File: src/shared/mimt_defines.vh
/*
 * Register map, field layout and reset values of the MAC interrupt and
 * mitigation timer block.
 * Assumes it is included by bare name from the design files under rtl/.
 */
`ifndef MIMT_DEFINES_VH
`define MIMT_DEFINES_VH

// ********************************************
// Register offsets (byte addresses)
// ********************************************
`define MIMT_ADDR_W      8
`define MIMT_OFS_STATUS  8'h00
`define MIMT_OFS_ENABLE  8'h04
`define MIMT_OFS_MITTMR  8'h08
`define MIMT_OFS_CTRL    8'h0c

// ********************************************
// Status sources
// ********************************************
`define MIMT_NSRC            10
`define MIMT_SRC_TX_DONE     0
`define MIMT_SRC_TX_STOPPED  1
`define MIMT_SRC_TX_NOBUF    2
`define MIMT_SRC_TX_JABBER   3
`define MIMT_SRC_TX_UNDERRUN 4
`define MIMT_SRC_RX_DONE     5
`define MIMT_SRC_RX_NOBUF    6
`define MIMT_SRC_RX_STOPPED  7
`define MIMT_SRC_RX_WATCHDOG 8
`define MIMT_SRC_GP_TIMER    9
`define MIMT_NORMAL_SEL      10'h225
`define MIMT_STAT_ABN        15
`define MIMT_STAT_NORM       16

// ********************************************
// Mitigation / timer register fields
// ********************************************
`define MIMT_TMR_F  15:0
`define MIMT_TXF_F  19:16
`define MIMT_TXT_F  23:20
`define MIMT_RXF_F  27:24
`define MIMT_RXT_F  31:28
`define MIMT_CTRL_CONT 0

// ********************************************
// Reset values
// ********************************************
`define MIMT_RST_STATUS 10'h000
`define MIMT_RST_ENABLE 10'h000
`define MIMT_RST_MIT    16'h0000
`define MIMT_RST_TICK   16'h0000
`define MIMT_RST_DATA   32'h0000_0000

`endif

File: src/rtl/mimt_gptimer.v
/*
 * General-purpose down timer counting rising edges of the PHY transmit clock.
 * Assumes phy_tx_clk is far slower than clk; it is synchronised here.
 */
`timescale 1ns/1ps
module mimt_gptimer #(
  parameter W = 16
) (
  // Clock and reset
  input  wire         clk,
  input  wire         sys_rst,
  // PHY transmit clock pin
  input  wire         phy_tx_clk,
  // Control
  input  wire         load,
  input  wire [W-1:0] load_val,
  input  wire         continuous,
  // State
  output reg  [W-1:0] count_q,
  output reg          expired_q
);

  reg         sync1_q;
  reg         sync2_q;
  reg         sync3_q;
  reg [W-1:0] reload_q;
  reg         run_q;
  wire        bit_tick = sync2_q & ~sync3_q;
  wire [W-1:0] one    = {{(W-1){1'b0}}, 1'b1};

  // ********************************************
  // Transmit clock synchroniser and edge
  // ********************************************
  always @(posedge clk or posedge sys_rst) begin
    if (sys_rst) begin
      sync1_q <= 1'b0;
      sync2_q <= 1'b0;
      sync3_q <= 1'b0;
    end else begin
      sync1_q <= phy_tx_clk;
      sync2_q <= sync1_q;
      sync3_q <= sync2_q;
    end
  end

  // ********************************************
  // Down counter
  // ********************************************
  always @(posedge clk or posedge sys_rst) begin
    if (sys_rst) begin
      reload_q  <= {W{1'b0}};
      count_q   <= {W{1'b0}};
      run_q     <= 1'b0;
      expired_q <= 1'b0;
    end else begin
      expired_q <= 1'b0;
      if (load) begin
        reload_q <= load_val;
        count_q  <= load_val;
        run_q    <= (load_val != {W{1'b0}});
      end else if (run_q && bit_tick) begin
        if (count_q == one) begin
          expired_q <= 1'b1;
          if (continuous) begin
            count_q <= reload_q;
          end else begin
            count_q <= {W{1'b0}};
            run_q   <= 1'b0;
          end
        end else begin
          count_q <= count_q - one;
        end
      end
    end
  end

endmodule

File: src/rtl/mimt_mitig.v
/*
 * One completion-interrupt mitigation unit: frame counter and timer.
 * Assumes frame_ok and tick are one-cycle pulses on clk.
 */
`timescale 1ns/1ps
module mimt_mitig #(
  parameter W = 4
) (
  // Clock and reset
  input  wire         clk,
  input  wire         sys_rst,
  // Settings
  input  wire [W-1:0] frames_cfg,
  input  wire [W-1:0] timer_cfg,
  // Events
  input  wire         frame_ok,
  input  wire         tick,
  output reg          fire_q
);

  reg  [W-1:0] cnt_q;
  reg  [W-1:0] cnt_d;
  reg  [W-1:0] tmr_q;
  reg  [W-1:0] tmr_d;
  reg          run_q;
  reg          run_d;
  reg          fire_d;
  wire [W-1:0] cnt_eff = (cnt_q == {W{1'b0}}) ? frames_cfg : cnt_q;
  wire         off     = (frames_cfg == {W{1'b0}}) && (timer_cfg == {W{1'b0}});

  // ********************************************
  // Counter and timer
  // ********************************************
  always @* begin
    cnt_d  = cnt_q;
    tmr_d  = tmr_q;
    run_d  = run_q;
    fire_d = 1'b0;
    if (run_q && tick) begin
      tmr_d = tmr_q - {{(W-1){1'b0}}, 1'b1};
      if (tmr_q == {{(W-1){1'b0}}, 1'b1})
        fire_d = 1'b1;
    end
    if (frame_ok) begin
      if (frames_cfg != {W{1'b0}}) begin
        cnt_d = cnt_eff - {{(W-1){1'b0}}, 1'b1};
        if (cnt_eff == {{(W-1){1'b0}}, 1'b1})
          fire_d = 1'b1;
      end
      if (!run_q && timer_cfg != {W{1'b0}}) begin
        run_d = 1'b1;
        tmr_d = timer_cfg;
      end
      if (off)
        fire_d = 1'b1;
    end
    if (fire_d) begin
      cnt_d = frames_cfg;
      tmr_d = timer_cfg;
      run_d = 1'b0;
    end
  end

  always @(posedge clk or posedge sys_rst) begin
    if (sys_rst) begin
      cnt_q  <= {W{1'b0}};
      tmr_q  <= {W{1'b0}};
      run_q  <= 1'b0;
      fire_q <= 1'b0;
    end else begin
      cnt_q  <= cnt_d;
      tmr_q  <= tmr_d;
      run_q  <= run_d;
      fire_q <= fire_d;
    end
  end

endmodule

File: src/rtl/mimt_top.v
/*
 * MAC interrupt controller with transmit/receive mitigation and a
 * general-purpose timer, reached over APB.
 * Assumes event inputs are one-cycle pulses from logic on clk, and the
 * PHY transmit clock arrives as a raw pin.
 */
// Implementation choices: the address map and the APB slave port.
//
// Operation
// - Ten status bits can raise an interrupt, split into a normal and an abnormal group.
// - Each group has a summary flag and the two flags set the interrupt output level.
// - Each source has an enable bit and a disabled source adds nothing to its summary.
// - Transmit and receive each have a mitigation unit with a 4-bit frame counter and 4-bit timer.
// - A good frame decrements its unit's counter and starts its timer if not already running.
// - A unit fires its completion interrupt when counter or timer reaches zero, first one wins.
// - A transmitted frame flagged for completion interrupt sets the transmit interrupt at once.
// - Each status register write drives the interrupt output low for exactly one cycle.
// - A 16-bit general-purpose down timer counts PHY transmit clock edges.
// - In one-shot mode the timer stops at zero until reloaded.
// - In continuous mode the timer reloads on zero and keeps counting.
// - Reading the low 16 bits of the mitigation/timer register gives the live timer count.
// - Writing those bits sets the reload value and restarts the timer from it.
// - Mitigation settings live in the same register as the timer.
//
`timescale 1ns/1ps
`include "mimt_defines.vh"
module mimt_top #(
  parameter        MIT_W         = 4,
  parameter        TMR_W         = 16,
  parameter [15:0] MIT_TICK_LAST = 16'h00ff
) (
  // Clock and reset
  input  wire        clk,
  input  wire        sys_rst,
  // APB slave
  input  wire        psel,
  input  wire        penable,
  input  wire        pwrite,
  input  wire [7:0]  paddr,
  input  wire [31:0] pwdata,
  output reg  [31:0] prdata,
  output reg         pready,
  output reg         pslverr,
  // Transmit events
  input  wire        tx_frame_ok,
  input  wire        irq_on_completion_flag,
  input  wire        tx_stopped_evt,
  input  wire        tx_nobuf_evt,
  input  wire        tx_jabber_evt,
  input  wire        tx_underrun_evt,
  // Receive events
  input  wire        rx_frame_ok,
  input  wire        rx_nobuf_evt,
  input  wire        rx_stopped_evt,
  input  wire        rx_watchdog_evt,
  // PHY transmit clock pin
  input  wire        phy_tx_clk,
  // Interrupt
  output reg         irq
);

  // ********************************************
  // Declarations
  // ********************************************
  reg  [`MIMT_NSRC-1:0] status_q;
  reg  [`MIMT_NSRC-1:0] enable_q;
  reg  [MIT_W-1:0]      tx_frames_q;
  reg  [MIT_W-1:0]      tx_timer_q;
  reg  [MIT_W-1:0]      rx_frames_q;
  reg  [MIT_W-1:0]      rx_timer_q;
  reg                   cont_q;
  reg  [15:0]           tick_cnt_q;
  reg                   tick_q;
  reg  [31:0]           rdata_d;
  reg                   hit_d;
  wire                  acc_first;
  wire                  acc_done;
  wire                  wr_done;
  wire                  wr_status;
  wire                  wr_enable;
  wire                  wr_mittmr;
  wire                  wr_ctrl;
  wire                  tx_fire;
  wire                  rx_fire;
  wire                  gp_expired;
  wire [TMR_W-1:0]      gp_count;
  wire [`MIMT_NSRC-1:0] evt;
  wire [`MIMT_NSRC-1:0] active;
  wire                  normal_group_summary;
  wire                  abnormal_group_summary;
  wire                  rd_capture;
  wire                  sel_status;
  wire                  sel_enable;
  wire                  sel_mittmr;
  wire                  sel_ctrl;
  wire                  tx_counted;
  wire                  tx_bypass;
  wire [`MIMT_NSRC-1:0] status_d;
  wire                  irq_d;

  // ********************************************
  // APB access phases
  // ********************************************
  assign acc_first  = psel & penable & ~pready;
  assign acc_done   = psel & penable & pready;
  assign rd_capture = acc_first & ~pwrite;
  assign wr_done    = acc_done & pwrite & hit_d;
  assign wr_status  = wr_done & sel_status;
  assign wr_enable  = wr_done & sel_enable;
  assign wr_mittmr  = wr_done & sel_mittmr;
  assign wr_ctrl    = wr_done & sel_ctrl;

  // ********************************************
  // Address decode
  // ********************************************
  assign sel_status = (paddr == `MIMT_OFS_STATUS);
  assign sel_enable = (paddr == `MIMT_OFS_ENABLE);
  assign sel_mittmr = (paddr == `MIMT_OFS_MITTMR);
  assign sel_ctrl   = (paddr == `MIMT_OFS_CTRL);

  // ********************************************
  // Read decode
  // ********************************************
  always @* begin
    rdata_d = `MIMT_RST_DATA;
    hit_d   = 1'b1;
    case (paddr)
      `MIMT_OFS_STATUS: begin
        rdata_d[`MIMT_NSRC-1:0]  = status_q;
        rdata_d[`MIMT_STAT_ABN]  = abnormal_group_summary;
        rdata_d[`MIMT_STAT_NORM] = normal_group_summary;
      end
      `MIMT_OFS_ENABLE: begin
        rdata_d[`MIMT_NSRC-1:0] = enable_q;
      end
      `MIMT_OFS_MITTMR: begin
        rdata_d[`MIMT_TMR_F] = gp_count;
        rdata_d[`MIMT_TXF_F] = tx_frames_q;
        rdata_d[`MIMT_TXT_F] = tx_timer_q;
        rdata_d[`MIMT_RXF_F] = rx_frames_q;
        rdata_d[`MIMT_RXT_F] = rx_timer_q;
      end
      `MIMT_OFS_CTRL: begin
        rdata_d[`MIMT_CTRL_CONT] = cont_q;
      end
      default: begin
        hit_d = 1'b0;
      end
    endcase
  end

  // ********************************************
  // APB answer, one wait state
  // ********************************************
  always @(posedge clk or posedge sys_rst) begin
    if (sys_rst) begin
      pready  <= 1'b0;
      pslverr <= 1'b0;
      prdata  <= `MIMT_RST_DATA;
    end else begin
      pready  <= acc_first;
      pslverr <= acc_first & ~hit_d;
      if (rd_capture)
        prdata <= rdata_d;
    end
  end

  // ********************************************
  // Configuration registers
  // ********************************************
  always @(posedge clk or posedge sys_rst) begin
    if (sys_rst) begin
      enable_q <= `MIMT_RST_ENABLE;
      tx_frames_q <= {MIT_W{1'b0}};
      tx_timer_q  <= {MIT_W{1'b0}};
      rx_frames_q <= {MIT_W{1'b0}};
      rx_timer_q  <= {MIT_W{1'b0}};
      cont_q   <= 1'b0;
    end else begin
      if (wr_enable)
        enable_q <= pwdata[`MIMT_NSRC-1:0];
      if (wr_mittmr) begin
        tx_frames_q <= pwdata[`MIMT_TXF_F];
        tx_timer_q  <= pwdata[`MIMT_TXT_F];
        rx_frames_q <= pwdata[`MIMT_RXF_F];
        rx_timer_q  <= pwdata[`MIMT_RXT_F];
      end
      if (wr_ctrl)
        cont_q <= pwdata[`MIMT_CTRL_CONT];
    end
  end

  // ********************************************
  // Mitigation time base
  // ********************************************
  always @(posedge clk or posedge sys_rst) begin
    if (sys_rst) begin
      tick_cnt_q <= `MIMT_RST_TICK;
      tick_q     <= 1'b0;
    end else begin
      tick_q <= (tick_cnt_q == MIT_TICK_LAST);
      if (tick_cnt_q == MIT_TICK_LAST)
        tick_cnt_q <= `MIMT_RST_TICK;
      else
        tick_cnt_q <= tick_cnt_q + 16'h0001;
    end
  end

  // ********************************************
  // Transmit frame split, counted or bypassed
  // ********************************************
  assign tx_counted = tx_frame_ok & ~irq_on_completion_flag;
  assign tx_bypass  = tx_frame_ok & irq_on_completion_flag;

  // ********************************************
  // Mitigation units
  // ********************************************
  mimt_mitig #(
    .W          (MIT_W)
  ) u_tx_mitig (
    .clk        (clk),
    .sys_rst    (sys_rst),
    .frames_cfg (tx_frames_q),
    .timer_cfg  (tx_timer_q),
    .frame_ok   (tx_counted),
    .tick       (tick_q),
    .fire_q     (tx_fire)
  );

  mimt_mitig #(
    .W          (MIT_W)
  ) u_rx_mitig (
    .clk        (clk),
    .sys_rst    (sys_rst),
    .frames_cfg (rx_frames_q),
    .timer_cfg  (rx_timer_q),
    .frame_ok   (rx_frame_ok),
    .tick       (tick_q),
    .fire_q     (rx_fire)
  );

  // ********************************************
  // General-purpose timer
  // ********************************************
  mimt_gptimer #(
    .W          (TMR_W)
  ) u_gptimer (
    .clk        (clk),
    .sys_rst    (sys_rst),
    .phy_tx_clk (phy_tx_clk),
    .load       (wr_mittmr),
    .load_val   (pwdata[`MIMT_TMR_F]),
    .continuous (cont_q),
    .count_q    (gp_count),
    .expired_q  (gp_expired)
  );

  // ********************************************
  // Status sources
  // ********************************************
  assign evt[`MIMT_SRC_TX_DONE]     = tx_fire | tx_bypass;
  assign evt[`MIMT_SRC_TX_STOPPED]  = tx_stopped_evt;
  assign evt[`MIMT_SRC_TX_NOBUF]    = tx_nobuf_evt;
  assign evt[`MIMT_SRC_TX_JABBER]   = tx_jabber_evt;
  assign evt[`MIMT_SRC_TX_UNDERRUN] = tx_underrun_evt;
  assign evt[`MIMT_SRC_RX_DONE]     = rx_fire;
  assign evt[`MIMT_SRC_RX_NOBUF]    = rx_nobuf_evt;
  assign evt[`MIMT_SRC_RX_STOPPED]  = rx_stopped_evt;
  assign evt[`MIMT_SRC_RX_WATCHDOG] = rx_watchdog_evt;
  assign evt[`MIMT_SRC_GP_TIMER]    = gp_expired;

  // ********************************************
  // Sticky status bits, set wins over clear
  // ********************************************
  genvar i;
  generate
    for (i = 0; i < `MIMT_NSRC; i = i + 1) begin : g_stat
      assign status_d[i] = evt[i] | (status_q[i] & ~(wr_status & pwdata[i]));
    end
  endgenerate

  always @(posedge clk or posedge sys_rst) begin
    if (sys_rst)
      status_q <= `MIMT_RST_STATUS;
    else
      status_q <= status_d;
  end

  // ********************************************
  // Group summaries and interrupt output
  // ********************************************
  assign active                 = status_q & enable_q;
  assign normal_group_summary   = |(active & `MIMT_NORMAL_SEL);
  assign abnormal_group_summary = |(active & ~`MIMT_NORMAL_SEL);

  assign irq_d = (normal_group_summary | abnormal_group_summary) & ~wr_status;

  always @(posedge clk or posedge sys_rst) begin
    if (sys_rst)
      irq <= 1'b0;
    else
      irq <= irq_d;
  end

endmodule

File: config.mk
export PLATFORM = sky130hd
export DESIGN_NAME = mimt_top
export DESIGN_NICKNAME = d
export VERILOG_FILES = /design/src/rtl/mimt_gptimer.v /design/src/rtl/mimt_mitig.v /design/src/rtl/mimt_top.v
export VERILOG_INCLUDE_DIRS = /design/src /design/src/shared
export SDC_FILE = /design/constraint.sdc
export NUM_CORES = 1
export LEC_CHECK = 0
export ABC_CLOCK_PERIOD_IN_PS = 6000
export BUFFER_PORTS_ARGS = -buffer_cell sky130_fd_sc_hd__buf_2
export CORE_UTILIZATION = 63
export DETAILED_ROUTE_END_ITERATION = 10
export PLACE_DENSITY = 0.83
export RECOVER_POWER = 25
export REMOVE_ABC_BUFFERS = 1
export SETUP_SLACK_MARGIN = 0.05
export SYNTH_ARGS = -nofsm -noshare
export SYNTH_HDL_FRONTEND = slang
export SYNTH_SLANG_ARGS = --single-unit
export TNS_END_PERCENT = 20
File: constraint.sdc
create_clock -name clk -period 6 [get_ports clk]
set_clock_uncertainty 0.2 [all_clocks]
set_input_delay 0 -clock clk [delete_from_list [all_inputs] [get_ports clk]]
set_output_delay 0 -clock clk [all_outputs]
set_load 0.005 [all_outputs]
==> flow_summary.yaml <==
status:
  failed_checks: "capacitance limit, slew limit"
  status: "complete, but fails checks"
logic_synthesis:
  seq_area_frac_synth_pct: 51.36
  yosys_warnings: 0
  synth-seq-cells: 146
  synth-async-reset-ratio_pct: 100.0
  synth_ff_type: "dfrtp_1"
  avgSynthCellArea_sq_um: 9.976
  synth-edff-count: 0
  synthCells: 713
  synth_area_leaders: "dfrtp_1 51%, nand2_1 8.1%, a22o_1 3.9%"
  yosysUniqueCellTypes: 69
  synthesis.area_sq_um: 7113
  yosysTopAreaCell: "dfrtp_1"
  synth.top_cell.area_share_pct: 51.36
routing:
  drt_pass1_iterations: 5
  wirelength_mm: 19.71
  vias: 6374
  ant_nets: 0
  vias_per_cell: 6.323
  drc: 0
  drt_iter0_drc: 625
  wl_per_cell_um: 19.55
cts:
  cts_root_buf: "clkbuf_16"
  cts_tree: "yes"
  cts_resized: 0
  clk_pin_slew_worst_paths_ns: 0.06
  clk_latency_ns: 0.43
  h-tree-depth: 4
  cts_buffer_depth: 2
  cts_inserted_buffers: 17
  hold_buffers: 61
  clock_sinks: 146
  cts_setup_buffers: 0
floorplan:
  core_sq_um: 10940
  start_util_pct: 65.05
  io_pins: 91
  die_width_um: 108.3
  num_rows: 38
  die-area_sq_um: 11720
  fp.dieH_um: 108.3
sta:
  worstMarginPinSlew_ns: 3.545
  finalMaxSlewViolations: 82
  hold_viol: 0
  fin_crit_sh_pct: 64.01
  tns_ns: 0
  timing.fmax_mhz: 260.4
  setup_viol_count_final: 0
  rsz0062_at_grt: "false"
  slew_headroom_pct: -137.6
  final.min_clock_period_ns: 3.841
pwr:
  p_leak_nw: 4.190
  power.density_nw_per_um2: 294.3
  ir_worst_vdd_uv: 249.5
place:
  place.gp.congestion: 0.9191
  placed_cells: 917
  hpwlAfterDp_mm: 11.77
  portBuffers: 90
cells_and_area:
  num-nets-final: 924
  final_layout_size_suffix_gt1_share_pct: 17.86
  final_cells: 1008
  area_growth_pct: 24.73
  n_antenna_cell: 0
  nFillCells: 635
grt:
  antenna_found_initial: 0
  grt.total_usage_pct: 35.82
  grt_overflow_total: 0
  grt_pass1_vias: 6407
  grt_max_degree: 82
  grt_first_pass_wirelength_mm: 31.55
setup_path:
  cp.required_ns: 6.10
  start_kind: "input port"
  cp-end-kind: "register"
  critPathKind: "in -> reg"
  path_max_fanout: 9
  rrSetupSlack_ns: 2.69
  crit_arrival_ns: 3.94
flow_run:
  drv_cap: 1
worst_hold_path:
  hold_class: "in -> reg"
[layout make-up]
cell class                 instances  area [sq um]  area share [%]
tap                              140         175.2           1.974
sequential                       146          3654           41.18
multi-input combinational        520          3277           36.93
inverter                          14         53.80          0.6064
clock inverter                    10         133.9           1.509
timing repair buffer             158          1112           12.54
clock buffer                      20         466.7           5.260
[cell families after synthesis]
kind of cell / Yosys count / synth area share, %
AND/OR/NAND/NOR: 304 / 20.84
AO/OA/AOI/OAI: 151 / 15.55
flip-flops: 146 / 51.36
buffers and inverters: 47 / 2.639
multiplexers: 31 / 4.837
XOR/XNOR: 23 / 2.832
adder cells (fa/ha/maj): 11 / 1.935
[placed cells by master, fill, tap and decap left out, types with 9 or more instances in the layout]
cell,n
dlygate4sd3_1,61
a21oi_1,21
clkbuf_16,17
mux2_2,15
nand2_1,153
dfrtp_1,146
nor2_1,37
nand3_1,18
buf_2,89
nand4_1,9
nor4_1,15
ha_1,11
xnor2_1,15
inv_1,13
a21o_1,10
a22o_1,32
mux2i_1,13
o21ai_0,19
nor3_1,14
o211ai_1,9
[critical path, stage by stage]
cell,delay (ns)
dlygate4sd3_1,0.54
buf_2,0.13
nor4_1,0.53
dlygate4sd3_1,0.65
nand2_1,0.19
nor4_1,0.80
buf_4,0.29
nand2_1,0.06
a21o_1,0.17
dlygate4sd3_1,0.58
[per-layer routing]
metal,GRT usage [%],vias up,routed length [um]
li1,-,2866,-
met1,42.12,3123,7634
met2,62.01,320,10090
met3,8.258,65,1402
met4,17.08,0,579
met5,0,-,0
[final timing paths]
kind / from / to / cells past startpoint
max: paddr[0] / status_q[4] / 10
min in group asynchronous: sys_rst / u_gptimer.reload_q[14] / 3
max reg2reg: pready / status_q[4] / 7
max in group asynchronous: sys_rst / u_gptimer.reload_q[9] / 4
min reg2reg: u_gptimer.sync1_q / u_gptimer.sync2_q / 0
min: phy_tx_clk / u_gptimer.sync1_q / 2
[power by group]
group          internal (mW)  total (mW)  switching [mW]
combinational          0.170       0.379           0.209
sequential              1.05        1.15           0.101
clock                  0.679        1.08           0.401
total                   1.90        2.61           0.712
[registers in the layout, indices dropped and copies added, names as in the netlist, 4 cells and up]
name and flops:
u_tx_mitig.tmr_q 4, tx_timer_q 4, rx_timer_q 4, enable_q 10, status_q 10, u_rx_mitig.cnt_q 4, u_tx_mitig.cnt_q 4, u_gptimer.reload_q 16
u_gptimer.count_q 16, prdata 32, tick_cnt_q 16, u_rx_mitig.tmr_q 4, tx_frames_q 4, rx_frames_q 4
[Yosys cell counts (all sizes together) (3+ instances only)]
cell type and count:
o211ai 9, ha 11, nor3b 4, clkbuf 22, nand3 18, o21ai 27
a21oi 22, a31oi 8, xor2 8, and2 5, or4 8, nand2b 4
a221o 3, or4b 3, nor4b 3, and4 7, a211oi 4, o21a 4
mux2i 13, dfrtp 146, or3 4, inv 14, nor4 15, nand2 153
a22o 33, nand4 9, nor2 37, a22oi 4, nor3 17, xnor2 15
mux2 17, nand3b 3, nor2b 7, a21o 10, and3 3, buf 11
o31ai 6
[stage by stage]
step | setup slack [ns] | hold WS [ns] | util [%] | cell area, sq um | total power [mW]
after floorplan | 1.877 | -0.1686 | - | 6978 | 1.382
after global placement | 3.437 | -0.08954 | 70.10 | 7666 | 1.477
after detailed placement | 3.310 | -0.09011 | 70.10 | 7666 | 1.498
after CTS | 2.401 | 0.005529 | 81.18 | 8877 | 2.597
after global routing | 1.973 | 0.02574 | 81.13 | 8872 | 2.711
final | 2.159 | 0.02660 | 81.13 | 8872 | 2.611
Power figures use the tool's default switching activity.
